[config.mk]
export PLATFORM = sky130hd
export DESIGN_NAME = ssd_regs
export DESIGN_NICKNAME = d
export VERILOG_FILES = /design/src/ssd_pkg.sv /design/src/ssd_field_reg.sv /design/src/ssd_regs.sv
export SDC_FILE = /design/constraint.sdc
export NUM_CORES = 1
export LEC_CHECK = 0
export BUFFER_PORTS_ARGS = -buffer_cell sky130_fd_sc_hd__buf_2
export CAP_MARGIN = 20
export CELL_PAD_IN_SITES_DETAIL_PLACEMENT = 1
export CELL_PAD_IN_SITES_GLOBAL_PLACEMENT = 2
export CORE_ASPECT_RATIO = 0.6
export CORE_UTILIZATION = 30
export CTS_BUF_LIST = sky130_fd_sc_hd__clkbuf_16
export DETAILED_ROUTE_END_ITERATION = 10
export GPL_ROUTABILITY_DRIVEN = 0
export PLACE_DENSITY = 0.82
export SYNTH_ARGS = -nofsm -noshare
export SYNTH_HDL_FRONTEND = slang
export SYNTH_HIERARCHICAL = 1
export SYNTH_SLANG_ARGS = --single-unit
[constraint.sdc]
create_clock -name clk_i -period 5.1 [get_ports clk_i]
set_input_delay 0.765 -clock clk_i [delete_from_list [all_inputs] [get_ports clk_i]]
set_output_delay 0.765 -clock clk_i [all_outputs]
set_load 0.005 [all_outputs]
[src/ssd_pkg.sv]
package ssd_pkg;

  // bus geometry
  localparam int unsigned DATA_W = 32;
  localparam int unsigned SEL_W = DATA_W / 8;
  localparam int unsigned WORD_LSB = 2;

  // register byte addresses
  localparam logic [31:0] CH_SWITCH_ADDR = 32'h400c20e0;
  localparam logic [31:0] DAC_CODES_ADDR = 32'h400c2120;
  localparam logic [31:0] DAC_CTRL_ADDR = 32'h400c2128;

  // channel_switch_config layout
  localparam int unsigned SW_LSB = 0;
  localparam int unsigned SW_W = 14;
  localparam int unsigned BANK_W = 12;
  localparam int unsigned AMP_BIAS_BIT = 13;
  localparam int unsigned POT_BIAS_BIT = 12;
  localparam int unsigned FEEDBACK_BIT = 5;
  localparam logic [SW_W-1:0] SW_RESET = 14'h0000;

  // dac_output_codes layout
  localparam int unsigned FINE_LSB = 0;
  localparam int unsigned FINE_W = 12;
  localparam int unsigned COARSE_LSB = 12;
  localparam int unsigned COARSE_W = 6;
  localparam logic [FINE_W-1:0] FINE_RESET = 12'h000;
  localparam logic [COARSE_W-1:0] COARSE_RESET = 6'h00;

  // dac control layout (only the two selects are held here)
  localparam int unsigned ZERO_SEL_BIT = 4;
  localparam int unsigned SRC_SEL_BIT = 6;
  localparam logic [0:0] SEL_RESET = 1'h0;

  // zero-extension of the coarse code onto the zero-reference bus
  localparam int unsigned ZPAD_W = FINE_W - COARSE_W;
  localparam logic [ZPAD_W-1:0] ZPAD = 6'h00;

  localparam logic [DATA_W-1:0] RD_ZERO = 32'h00000000;

endpackage

[src/ssd_field_reg.sv]
`timescale 1ns/100ps
module ssd_field_reg #(
  parameter int unsigned WIDTH = 1,
  parameter int unsigned LSB = 0,
  parameter logic [WIDTH-1:0] RESET = '0
) (
  input wire logic clk_i, // system clock
  input wire logic rst_i, // sync reset, high
  input wire logic wr_i, // write strobe for this register
  input wire logic [ssd_pkg::SEL_W-1:0] sel_i, // byte enables
  input wire logic [ssd_pkg::DATA_W-1:0] dat_i, // write data word
  output logic [WIDTH-1:0] q_o // held field value
);

  logic [WIDTH-1:0] next_q;

  // refuse at elaboration a field that would spill out of the bus word
  if (WIDTH < 1 || LSB + WIDTH > ssd_pkg::DATA_W)
  begin : g_fit_check
    $error("ssd_field_reg: field does not fit the data word");
  end

  // only lanes enabled by sel_i change; bits outside the field never stored
  always_comb
  begin
    next_q = q_o;
    if (rst_i)
      next_q = RESET;
    else if (wr_i)
      for (int i = 0; i < WIDTH; i++)
        if (sel_i[(LSB + i) / 8])
          next_q[i] = dat_i[LSB + i];
  end

  always_ff @(posedge clk_i)
    q_o <= next_q;

endmodule

[src/ssd_regs.sv]
`timescale 1ns/100ps
// How it works
// - switch register at fixed address, resets zero
// - bit 13 ties amp bias to zero pin
// - bit 12 ties pot bias to bias pin
// - bits 11..0 independent active-high switches
// - bit 5 closes feedback element switch
// - dac code register at fixed address, zero
// - 6-bit coarse code in bits 17..12
// - 12-bit fine code in bits 11..0
// - zero node takes fine code when selected
// - source select picks register or waveform codes
module ssd_regs #(
  parameter int unsigned ADDR_W = 32
) (
  input wire logic clk_i, // system clock, 40 MHz
  input wire logic rst_i, // sync reset, high
  input wire logic [ADDR_W-1:0] adr_i, // wishbone byte address
  input wire logic [ssd_pkg::DATA_W-1:0] dat_i, // wishbone write data
  output logic [ssd_pkg::DATA_W-1:0] dat_o, // wishbone read data
  input wire logic we_i, // wishbone write enable
  input wire logic [ssd_pkg::SEL_W-1:0] sel_i, // wishbone byte selects
  input wire logic cyc_i, // wishbone cycle
  input wire logic stb_i, // wishbone strobe
  output logic ack_o, // wishbone ack
  output logic err_o, // wishbone error, unmapped
  input wire logic [ssd_pkg::COARSE_W-1:0] wave_coarse_i, // wavegen 6-bit
  input wire logic [ssd_pkg::FINE_W-1:0] wave_fine_i, // wavegen 12-bit
  output logic amp_bias_to_zero_pin_o, // amp bias to zero pin
  output logic pot_bias_to_bias_pin_o, // pot bias to bias pin
  output logic feedback_element_switch_o, // feedback element switch
  output logic [ssd_pkg::BANK_W-1:0] switch_bank_o, // switches 11..0
  output logic [ssd_pkg::COARSE_W-1:0] coarse_code_o, // 6-bit dac code
  output logic [ssd_pkg::FINE_W-1:0] fine_code_o, // 12-bit dac code
  output logic [ssd_pkg::FINE_W-1:0] zero_reference_code_o, // zero node
  output logic zero_node_width_select_o // zero node uses fine code
);

  // decode compares bits 31..2 of full 32-bit byte addresses
  if (ADDR_W != 32)
  begin : g_addr_check
    $error("ssd_regs: address decode needs a 32-bit byte address");
  end

  logic [ssd_pkg::SW_W-1:0] sw_q;
  logic [ssd_pkg::FINE_W-1:0] fine_q;
  logic [ssd_pkg::COARSE_W-1:0] coarse_q;
  logic [0:0] zero_sel_q;
  logic [0:0] src_sel_q;

  logic hit_sw;
  logic hit_dac;
  logic hit_ctl;
  logic mapped;
  logic req_new;
  logic wr_sw;
  logic wr_dac;
  logic wr_ctl;
  logic [ssd_pkg::DATA_W-1:0] rd_word;

  logic next_ack;
  logic next_err;
  logic [ssd_pkg::DATA_W-1:0] next_dat;

  // address decode on whole words; low two bits left to sel_i
  always_comb
  begin
    hit_sw = adr_i[ADDR_W-1:ssd_pkg::WORD_LSB]
      == ssd_pkg::CH_SWITCH_ADDR[31:ssd_pkg::WORD_LSB];
    hit_dac = adr_i[ADDR_W-1:ssd_pkg::WORD_LSB]
      == ssd_pkg::DAC_CODES_ADDR[31:ssd_pkg::WORD_LSB];
    hit_ctl = adr_i[ADDR_W-1:ssd_pkg::WORD_LSB]
      == ssd_pkg::DAC_CTRL_ADDR[31:ssd_pkg::WORD_LSB];
    mapped = hit_sw | hit_dac | hit_ctl;
    // a new request is one not yet answered
    req_new = cyc_i & stb_i & ~ack_o & ~err_o;
    // writes land on the edge where the master sees ack, as it expects
    wr_sw = cyc_i & stb_i & we_i & ack_o & hit_sw;
    wr_dac = cyc_i & stb_i & we_i & ack_o & hit_dac;
    wr_ctl = cyc_i & stb_i & we_i & ack_o & hit_ctl;
  end

  // read word assembly; reserved bits stay zero
  always_comb
  begin
    rd_word = ssd_pkg::RD_ZERO;
    if (hit_sw)
      rd_word[ssd_pkg::SW_LSB +: ssd_pkg::SW_W] = sw_q;
    if (hit_dac)
    begin
      rd_word[ssd_pkg::FINE_LSB +: ssd_pkg::FINE_W] = fine_q;
      rd_word[ssd_pkg::COARSE_LSB +: ssd_pkg::COARSE_W] = coarse_q;
    end
    if (hit_ctl)
    begin
      rd_word[ssd_pkg::ZERO_SEL_BIT] = zero_sel_q[0];
      rd_word[ssd_pkg::SRC_SEL_BIT] = src_sel_q[0];
    end
  end

  // single-wait-state slave: answer one edge after the request is seen
  always_comb
  begin
    next_ack = 1'b0;
    next_err = 1'b0;
    next_dat = ssd_pkg::RD_ZERO;
    if (!rst_i && req_new)
    begin
      next_ack = mapped;
      next_err = ~mapped;
      if (mapped && !we_i)
        next_dat = rd_word;
    end
  end

  always_ff @(posedge clk_i)
  begin
    ack_o <= next_ack;
    err_o <= next_err;
    dat_o <= next_dat;
  end

  // 14 switch controls, reserved 31..14 never stored
  ssd_field_reg #(
    .WIDTH(ssd_pkg::SW_W),
    .LSB(ssd_pkg::SW_LSB),
    .RESET(ssd_pkg::SW_RESET)
  ) u_switch (
    .clk_i(clk_i),
    .rst_i(rst_i),
    .wr_i(wr_sw),
    .sel_i(sel_i),
    .dat_i(dat_i),
    .q_o(sw_q)
  );

  ssd_field_reg #(
    .WIDTH(ssd_pkg::FINE_W),
    .LSB(ssd_pkg::FINE_LSB),
    .RESET(ssd_pkg::FINE_RESET)
  ) u_fine (
    .clk_i(clk_i),
    .rst_i(rst_i),
    .wr_i(wr_dac),
    .sel_i(sel_i),
    .dat_i(dat_i),
    .q_o(fine_q)
  );

  ssd_field_reg #(
    .WIDTH(ssd_pkg::COARSE_W),
    .LSB(ssd_pkg::COARSE_LSB),
    .RESET(ssd_pkg::COARSE_RESET)
  ) u_coarse (
    .clk_i(clk_i),
    .rst_i(rst_i),
    .wr_i(wr_dac),
    .sel_i(sel_i),
    .dat_i(dat_i),
    .q_o(coarse_q)
  );

  ssd_field_reg #(
    .WIDTH(1),
    .LSB(ssd_pkg::ZERO_SEL_BIT),
    .RESET(ssd_pkg::SEL_RESET)
  ) u_zero_sel (
    .clk_i(clk_i),
    .rst_i(rst_i),
    .wr_i(wr_ctl),
    .sel_i(sel_i),
    .dat_i(dat_i),
    .q_o(zero_sel_q)
  );

  ssd_field_reg #(
    .WIDTH(1),
    .LSB(ssd_pkg::SRC_SEL_BIT),
    .RESET(ssd_pkg::SEL_RESET)
  ) u_src_sel (
    .clk_i(clk_i),
    .rst_i(rst_i),
    .wr_i(wr_ctl),
    .sel_i(sel_i),
    .dat_i(dat_i),
    .q_o(src_sel_q)
  );

  // analog-side controls, one register stage so pins never glitch
  logic next_amp_bias;
  logic next_pot_bias;
  logic next_feedback;
  logic [ssd_pkg::BANK_W-1:0] next_bank;
  logic [ssd_pkg::COARSE_W-1:0] next_coarse;
  logic [ssd_pkg::FINE_W-1:0] next_fine;
  logic [ssd_pkg::FINE_W-1:0] next_zero_code;
  logic next_zero_sel;

  always_comb
  begin
    next_amp_bias = sw_q[ssd_pkg::AMP_BIAS_BIT];
    next_pot_bias = sw_q[ssd_pkg::POT_BIAS_BIT];
    next_feedback = sw_q[ssd_pkg::FEEDBACK_BIT];
    next_bank = sw_q[ssd_pkg::SW_LSB +: ssd_pkg::BANK_W];
    // wavegen codes assumed on this clock, so no synchroniser
    if (src_sel_q[0])
    begin
      next_coarse = wave_coarse_i;
      next_fine = wave_fine_i;
    end
    else
    begin
      next_coarse = coarse_q;
      next_fine = fine_q;
    end
    next_zero_sel = zero_sel_q[0];
    if (zero_sel_q[0])
      next_zero_code = next_fine;
    else
      next_zero_code = {ssd_pkg::ZPAD, next_coarse};
    if (rst_i)
    begin
      next_amp_bias = 1'b0;
      next_pot_bias = 1'b0;
      next_feedback = 1'b0;
      next_bank = ssd_pkg::SW_RESET[ssd_pkg::BANK_W-1:0];
      next_coarse = ssd_pkg::COARSE_RESET;
      next_fine = ssd_pkg::FINE_RESET;
      next_zero_code = ssd_pkg::FINE_RESET;
      next_zero_sel = 1'b0;
    end
  end

  always_ff @(posedge clk_i)
  begin
    amp_bias_to_zero_pin_o <= next_amp_bias;
    pot_bias_to_bias_pin_o <= next_pot_bias;
    feedback_element_switch_o <= next_feedback;
    switch_bank_o <= next_bank;
    coarse_code_o <= next_coarse;
    fine_code_o <= next_fine;
    zero_reference_code_o <= next_zero_code;
    zero_node_width_select_o <= next_zero_sel;
  end

endmodule

==> results of run 1 <==
cells by family after synthesis:
family                 synth area share (%)
and+or+nand+nor                       22.80
DFF                                   47.21
muxes                                 4.769
AOI/OAI and AO/OA                     17.11
buffers and inverters                 8.018
other                               0.08933
layer usage:
metal  vias up  wire length, um  track usage [%]
met5         -                0                0
met4         0               35            3.465
met3         4              703            4.866
met2       109             5210            27.49
met1      1667             6059            23.07
li1       1698                -                -
synthesized netlist by cell type (10+ instances only):
library cell  instances
o21a_1               12
a21oi_1              31
nor3_1               28
nor2b_1              17
clkbuf_1             15
a21bo_2              18
nor2_1               27
mux2i_1              20
buf_4                17
a21oi_2              10
dfxtp_1              99
a21bo_1              16
nand4b_1             12
nand3_1              49
flip-flops by register name, summed over array words and instances (netlist names):
name / count
u_src_sel/q_o: 1
zero_reference_code_o: 12
u_switch/q_o: 14
err_o: 1
pot_bias_to_bias_pin_o: 1
fine_code_o: 12
u_fine/q_o: 12
coarse_code_o: 6
switch_bank_o: 12
zero_node_width_select_o: 1
ack_o: 1
amp_bias_to_zero_pin_o: 1
u_zero_sel/q_o: 1
u_coarse/q_o: 6
dat_o: 18
worst min-delay path by stage:
stage	from	end	slack [ns]	cells past startpoint
2_1_floorplan	u_switch/q_o[13]	amp_bias_to_zero_pin_o	0.45	1
3_3_place_gp	u_switch/q_o[11]	switch_bank_o[11]	0.47	1
3_5_place_dp	u_switch/q_o[12]	pot_bias_to_bias_pin_o	0.47	1
4_1_cts	u_switch/q_o[7]	switch_bank_o[7]	0.48	1
5_1_grt	u_switch/q_o[7]	switch_bank_o[7]	0.50	1
6_report	u_switch/q_o[5]	switch_bank_o[5]	0.48	1
through the flow:
| step | cell area, um^2 | hold WS (ns) | power (mW) |
|---|---|---|---|
| 3_3_place_gp | 4897 | 0.4717 | 0.8635 |
| 5_1_grt | 5169 | 0.5003 | 1.551 |
| 6_report | 5169 | 0.4778 | 1.494 |
| 2_1_floorplan | 4247 | 0.4505 | 0.8298 |
| 3_5_place_dp | 4897 | 0.4722 | 0.8651 |
| 4_1_cts | 5169 | 0.4829 | 1.519 |
where the power goes:
group	leakage [nW]	switching (mW)	internal (mW)
Clock	0.134	0.278	0.369
Sequential	0.797	0.000158	0.773
Combinational	1.18	0.0467	0.0274
Total	2.11	0.325	1.17
layout make-up:
class | instances | area (um^2)
Inverter | 1 | 3.754
Timing Repair Buffer | 144 | 733.2
Clock buffer | 9 | 225.2
Fill cell | 1619 | 8498
Multi-Input combinational cell | 285 | 1938
Clock inverter | 5 | 46.29
Sequential cell | 99 | 1982
Tap cell | 192 | 240.2
worst max-delay path, stage by stage:
cell and delay [ns]:
buf_2 0.12, nor4b_4 0.83, nand4_2 0.63, a2111oi_4 1.06
and3_1 0.27
==> flow_summary.ini, run 1 <==
[clock_network]
postCtsSetupRepairBufs = 0
clockRootBuffer = clkbuf_16
clock-sinks = 99
path_clk_slew_ns = 0.06
cts_tree = built
cts_hold_buffers = 0
cts_resized = 0
htree_levels = 3
cts.path.max_buffers = 2
clk_latency_ns = 0.34
cts_buffers = 9

[critical_path]
start_kind = input port
rrSetupSlack_ns = 3.12
cp-startpoint = adr_i[2]
reg2reg_to = dat_o[16]
worst-endpoint-required_ns = 5.37
end_kind = register
ff2ff_path_depth = 4
crit_end = dat_o[16]
crit_fanout = 18
arrival_ns = 3.67
worstSetupPathType = in -> reg
r2r_start = ack_o

[floorplan]
num_io_pins = 171
start_util_pct = 30.72
core-area_um2 = 13670
fp.dieH_um = 93.63
std_cell_rows = 33
dieArea_um2 = 14480
die_w_um = 154.7

[drt]
routed-via-count = 3478
routedWlPerCell_um = 16.34
remaining_drc_errors = 0
drt_iter0_markers = 187
drt-total-wl_um = 12010
drtAntennaViolNets = 0
firstDrtPassIters = 4
viasPerCell = 4.732

[timing]
final_hold_viol_count = 0
fin_crit_ns = 3.401
relSlewSlack_pct = 32.73
rsz0062_at_grt = no
fmax_mhz = 294.1
drv_slew = 0
period_share_pct = 66.68
tns_ns = 0
setup_viol = 0
worst_slack_ns = 1.699
fin_skew_ns = 0.008095
worst_pin_slew_ns = 1.009

[layout]
fin_nets = 631
final_cell_mix = buf_2 (139), dfxtp_1 (99), nand3_1 (49)
layout-drive-gt1-share_pct = 35.36
area_growth_pct = 23.13
antennaDiodeCount = 0
fin_util_pct = 37.82
final_common_cell = buf_2
post_layout_nonfiller_instances = 735

[logic_synthesis]
synth_top_area_cell = dfxtp_1
yosys_warnings = 6
synth_edf_count = 0
yosys_register_bits = 99
synth_ff_type = dfxtp_1
syn_inst = 420
synth.top_cell.area_share_pct = 47.21
yosysSeqAreaShare_pct = 47.21
ys_types = 33
syn_area_um2 = 4198
synth.area.top_cells = dfxtp_1 (47%), nand3_1 (5.8%), mux2i_1 (4.8%)
async_flop_share_pct = 0
syn_area_per_cell_um2 = 9.995

[place]
placed_cells = 721
dp_hpwl_um = 8992
portBuffers = 139
dp_slack_ns = 1.358

[global_routing]
grt_pass1_wl_um = 19130
grt_pass1_vias = 3565
grtUsageTotal_pct = 17.19
grt_overflow = 0
antenna_found_initial = 1
grt_max_degree = 68

[power]
peakVddDrop_uv = 166.6
power_leakage_nw = 2.108
p_per_area_nw_per_um2 = 289.1

[flow_run]
maxCapViolations = 0

[hold_path]
hold_class = reg -> reg

[status]
status = finished, final reports clean
(Power assumes the default switching activity.)
==> run 2: changes to the inputs <==
--- a/config.mk
+++ b/config.mk
@@ -10,11 +10,11 @@
 export CELL_PAD_IN_SITES_DETAIL_PLACEMENT = 1
 export CELL_PAD_IN_SITES_GLOBAL_PLACEMENT = 2
 export CORE_ASPECT_RATIO = 0.6
-export CORE_UTILIZATION = 30
+export CORE_UTILIZATION = 28
 export CTS_BUF_LIST = sky130_fd_sc_hd__clkbuf_16
 export DETAILED_ROUTE_END_ITERATION = 10
 export GPL_ROUTABILITY_DRIVEN = 0
-export PLACE_DENSITY = 0.82
+export PLACE_DENSITY = 0.77
 export SYNTH_ARGS = -nofsm -noshare
 export SYNTH_HDL_FRONTEND = slang
 export SYNTH_HIERARCHICAL = 1
==> constraint.sdc (replaced) <==
create_clock -name clk_i -period 3.2 [get_ports clk_i]
set_input_delay 0.48 -clock clk_i [delete_from_list [all_inputs] [get_ports clk_i]]
set_output_delay 0.48 -clock clk_i [all_outputs]
set_load 0.005 [all_outputs]
==> flow_summary.ini, run 2 (synthesis results as in run 1) <==
[status]
status = finished, final reports clean

[power]
peakVddDrop_uv = 278.3
p_per_area_nw_per_um2 = 479.1
fin_total_pwr_mw = 2.532
power_leakage_nw = 2.171

[clock_network]
cts_tree = built
postCtsSetupRepairBufs = 0
cts_buffers = 9
clockRootBuffer = clkbuf_16
path_clk_slew_ns = 0.07
htree_levels = 3
cts.path.max_buffers = 2
cts_hold_buffers = 0
clock-sinks = 99
clk_latency_ns = 0.35
cts_resized = 0

[timing]
period_share_pct = 73.29
worst_slack_ns = 0.8546
fmax_mhz = 426.4
worst_pin_slew_ns = 1.073
fin_skew_ns = 0.01081
holdWs_ns = 0.3792
tns_ns = 0
rsz0062_at_grt = no
final_hold_viol_count = 0
setup_viol = 0
fin_crit_ns = 2.345
drv_slew = 0
relSlewSlack_pct = 28.31

[critical_path]
worstSetupPathType = in -> reg
cpMaxStageDelayCell = nor4_1
slowest_delay_ns = 0.72
critical_path.top_delay_family = simple AND/OR/NAND/NOR gates
end_kind = register
crit_fanout = 4
crit_chain = buf_2, nor4b_1, nand4_1, nor4_1, a21bo_1, a21oi_2
worst-endpoint-required_ns = 3.43
path_buf_inv = 1
start_kind = input port
arrival_ns = 2.57

[global_routing]
grt_pass1_vias = 3655
grt_overflow = 0
antenna_found_initial = 0
grtUsageTotal_pct = 17.19
grt_max_degree = 46
grt_pass1_wl_um = 20390

[layout]
area_growth_pct = 25.87
final_common_cell = buf_2
layout-drive-gt1-share_pct = 36.89
reg_top3 = dat_o x18, u_switch/q_o x14
fin_nets = 639
regMostFlops = dat_o
design_area_um2 = 5284
antennaDiodeCount = 0
post_layout_nonfiller_instances = 751
final_cell_mix = buf_2 (139), dfxtp_1 (99), nand3_1 (49)
fin_util_pct = 36.32
largest_reg_flops = 18

[flow_run]
maxCapViolations = 0

[drt]
firstDrtPassIters = 4
viasPerCell = 4.751
drtAntennaViolNets = 0
drt-total-wl_um = 12880
remaining_drc_errors = 0
drt_iter0_markers = 102
routed-via-count = 3568
routedWlPerCell_um = 17.15

[place]
portBuffers = 139
placed_cells = 735
dp_hpwl_um = 9554
place_area_um2 = 4965
dp_slack_ns = 0.4593

[floorplan]
dieArea_um2 = 15500
start_util_pct = 28.85
core-area_um2 = 14550
fp.dieH_um = 96.85
std_cell_rows = 34
die_w_um = 160.1
num_io_pins = 171

[hold_path]
hold_class = in -> reg
[run 2: changes by cell type in the layout (fill, tap and decap cells not counted), sizes merged]
cell,before,now
clkinvlp,0,1
bufinv,1,2
buf,144,152
clkinv,4,3
inv,1,2
[run 2: power breakdown]
group          total [mW]  leakage (nW)  switching [mW]  internal (mW)
logic               0.123          1.22          0.0777         0.0453
clock network        1.18         0.157           0.493          0.684
registers            1.23         0.797        0.000239           1.23
total                2.53          2.17           0.571           1.96
[run 2: routing by layer]
metal | vias up | wire length [um] | GRT usage [%]
met3 | 13 | 792 | 5.146
met2 | 110 | 5536 | 26.12
li1 | 1719 | - | -
met4 | 0 | 126 | 4.396
met1 | 1726 | 6427 | 23.61
met5 | - | 0 | 0
[run 2: final timing paths]
| kind | startpoint | end | slack [ns] | cells past startpoint |
|---|---|---|---|---|
| max | adr_i[24] | u_zero_sel/q_o | 0.85 | 6 |
| min | dat_i[15] | u_coarse/q_o[3] | 0.38 | 3 |
| max reg2reg | u_src_sel/q_o | zero_reference_code_o[9] | 1.42 | 4 |
| min reg2reg | u_switch/q_o[5] | switch_bank_o[5] | 0.48 | 1 |
[run 2: worst min-delay path: stages]
cell and delay [ns]:
buf_2 0.10, nand3_1 0.06, a21oi_1 0.06
[run 2: final cells by class]
class                   instances  area [um^2]
well taps                     198        247.7
flip-flops and latches         99         1982
repair buffers                152        793.3
clock buffers                   9        225.2
clock inverters                 7        93.84
fillers                      1720         9265
multi-input cells             285         1938
inverters                       1        3.754
==> run 3: changes to the inputs <==
--- a/config.mk
+++ b/config.mk
@@ -5,16 +5,17 @@
 export SDC_FILE = /design/constraint.sdc
 export NUM_CORES = 1
 export LEC_CHECK = 0
+export ABC_AREA = 1
 export BUFFER_PORTS_ARGS = -buffer_cell sky130_fd_sc_hd__buf_2
 export CAP_MARGIN = 20
 export CELL_PAD_IN_SITES_DETAIL_PLACEMENT = 1
 export CELL_PAD_IN_SITES_GLOBAL_PLACEMENT = 2
 export CORE_ASPECT_RATIO = 0.6
-export CORE_UTILIZATION = 28
+export CORE_UTILIZATION = 22
 export CTS_BUF_LIST = sky130_fd_sc_hd__clkbuf_16
 export DETAILED_ROUTE_END_ITERATION = 10
 export GPL_ROUTABILITY_DRIVEN = 0
-export PLACE_DENSITY = 0.77
+export PLACE_DENSITY = 0.73
 export SYNTH_ARGS = -nofsm -noshare
 export SYNTH_HDL_FRONTEND = slang
 export SYNTH_HIERARCHICAL = 1
==> constraint.sdc (replaced) <==
create_clock -name clk_i -period 2.04 [get_ports clk_i]
set_input_delay 0.306 -clock clk_i [delete_from_list [all_inputs] [get_ports clk_i]]
set_output_delay 0.306 -clock clk_i [all_outputs]
set_load 0.005 [all_outputs]
==> flow_summary.ini, run 3 <==
[status]
status = finished, final reports clean

[critical_path]
path_common_cell = nor2_1
ff2ff_path_depth = 5
crit_end = u_fine/q_o[3]
rrSetupSlack_ns = 0.41
r2r_start = ack_o
crit_fanout = 16
end_kind = register
worst-endpoint-required_ns = 2.27
cpMaxStageDelayCell = dfxtp_1
arrival_ns = 1.86
slowest_delay_ns = 0.40
worstSetupPathType = reg -> reg
critical_path.top_delay_family = simple AND/OR/NAND/NOR gates
path_buf_inv = 0
crit_chain = nand4_1, nor2_1, nand2_2, nor2_1, nor2_1
start_kind = register
path_depth = 5
reg2reg_to = u_fine/q_o[3]
cp-startpoint = ack_o

[layout]
largest_reg_flops = 18
area_growth_pct = 28.79
nFillCells = 2256
final_cell_mix = nor2_1 (171), buf_2 (139), nand2_1 (108)
reg_top3 = dat_o x18, u_switch/q_o x14
multi_input_area_um2 = 1506
final-seq-area_um2 = 1982
fin_util_pct = 29.52
regMostFlops = dat_o
antennaDiodeCount = 0
layout-drive-gt1-share_pct = 25.85
fin_nets = 795
final_common_cell = nor2_1

[floorplan]
start_util_pct = 22.92
std_cell_rows = 37
die_w_um = 176.3
num_io_pins = 171
core-area_um2 = 17500
dieArea_um2 = 18800
fp.dieH_um = 106.6

[drt]
routed-via-count = 3707
firstDrtPassIters = 4
viasPerCell = 3.935
remaining_drc_errors = 0
drtAntennaViolNets = 0
routedWlPerCell_um = 13.71
drt_iter0_markers = 196
drt-total-wl_um = 12920

[timing]
drv_slew = 0
holdWs_ns = 0.1949
fin_crit_ns = 1.633
tns_ns = 0
rsz0062_at_grt = no
fin_skew_ns = 0.01101
period_share_pct = 80.04
setup_viol = 0
final_hold_viol_count = 0
fmax_mhz = 612.4

[clock_network]
clockRootBuffer = clkbuf_16
cts_tree = built
cts_hold_buffers = 0
htree_levels = 3
cts.path.max_buffers = 2
postCtsSetupRepairBufs = 0
cts_buffers = 9
path_clk_slew_ns = 0.07
cts_resized = 0
clk_latency_ns = 0.34
clock-sinks = 99

[logic_synthesis]
synth-compound-area-share_pct = 4.616
syn_area_per_cell_um2 = 7.087
ys_types = 22
synth.area.top_cells = dfxtp_1 (49%), nor2_1 (16%), nand2_1 (10%)
synth_common_cells = nor2_1 (171), nand2_1 (108), dfxtp_1 (99), inv_1 (92), a21oi_1 (18)
synth_top_area_cell = dfxtp_1
synth_xor_area_share_pct = 0
async_flop_share_pct = 0
yosysSeqAreaShare_pct = 49.41
synth_edf_count = 0
synthMuxAreaShare_pct = 0.4991
synth.most_common_cell = nor2_1
synth_fa_ha_area_share_pct = 0
synth.top_cell.area_share_pct = 49.41
syn_area_um2 = 4011
yosys_register_bits = 99
synth_top_family_by_area = simple AND/OR/NAND/NOR gates
yosys_warnings = 6
syn_inst = 566
synth_ff_type = dfxtp_1
synth-simple-area-share_pct = 31.13

[power]
power_leakage_nw = 2.694
p_per_area_nw_per_um2 = 723.9
peakVddDrop_uv = 368.3

[global_routing]
grt_max_degree = 23
antenna_found_initial = 3
grt_overflow = 0
grtUsageTotal_pct = 14.25
grt_pass1_wl_um = 20310
grt_pass1_vias = 3796

[flow_run]
maxCapViolations = 0

[hold_path]
hold_class = in -> reg

[place]
portBuffers = 139
dp_hpwl_um = 10530
==> run 3: changes by cell type in the layout (fill, tap and decap cells not counted), moves of 10 or more <==
cell / before / now
a21bo_1: 16 / 0
mux2i_1: 20 / 2
inv_1: 2 / 93
a21oi_1: 31 / 18
o21a_1: 12 / 0
a21bo_2: 18 / 0
nor2b_1: 17 / 0
nor2_1: 27 / 171
nor3_1: 26 / 0
o21ai_0: 0 / 10
nand3_1: 49 / 1
nand4b_1: 12 / 0
a21oi_2: 10 / 0
nand2_1: 2 / 108
==> run 3: power by group <==
part | leakage (nW) | total [mW] | internal (mW) | switching [mW]
Sequential | 0.797 | 1.93 | 1.93 | 0.000776
Clock | 0.140 | 1.66 | 0.936 | 0.723
Combinational | 1.76 | 0.148 | 0.0631 | 0.0849
Total | 2.69 | 3.74 | 2.93 | 0.809
==> run 3: how the worst min path moves through the flow <==
stage,startpoint,to,slack [ns],cells past startpoint
3_5_place_dp,u_switch/q_o[1],switch_bank_o[1],0.46,2
4_1_cts,dat_i[14],u_coarse/q_o[2],0.19,3
5_1_grt,dat_i[14],u_coarse/q_o[2],0.20,3
3_3_place_gp,u_switch/q_o[1],switch_bank_o[1],0.46,2
2_1_floorplan,u_switch/q_o[13],amp_bias_to_zero_pin_o,0.42,2
6_report,dat_i[14],u_coarse/q_o[2],0.19,3
==> run 3: layer usage <==
layer	vias to the layer above	part of all wire, %	GRT usage [%]
li1	1894	-	-
met1	1704	53	20.90
met2	91	40	20.28
met3	12	6.0	4.220
met4	6	0.70	2.795
met5	-	0.32	0
==> run 3: cell type report <==
| type | count | area share, % |
|---|---|---|
| Timing Repair Buffer | 145 | 14.34 |
| Clock buffer | 9 | 4.359 |
| Multi-Input combinational cell | 353 | 29.16 |
| Inverter | 96 | 6.975 |
| Sequential cell | 99 | 38.36 |
| Clock inverter | 6 | 1.138 |
| Tap cell | 234 | 5.667 |
==> run 3: cell families (layout without fill, tap and decap cells) <==
kind of cell / count (synthesis) / count (layout)
and+or+nand+nor: 303 / 303
buffers and inverters: 127 / 256
DFF: 99 / 99
AOI/OAI and AO/OA: 34 / 34
muxes: 2 / 2
other: 1 / 14
==> run 3: tightest hold or removal path: cells and delay by family <==
| family | cells | cell delay [ns] |
|---|---|---|
| buffers and inverters | 1 | 0.07 |
| and+or+nand+nor | 2 | 0.11 |
==> run 3: stage by stage <==
step                      area, um^2  total power [mW]  std cells  setup slack, ns
after floorplan                 4060             2.047        579           0.2962
after global placement          4882             2.124        927           0.1278
after detailed placement        4882             2.127        927          0.04291
after CTS                       5166             3.781        942           0.3752
after global routing            5166             3.872        942           0.2124
final                           5166             3.740        942           0.4071
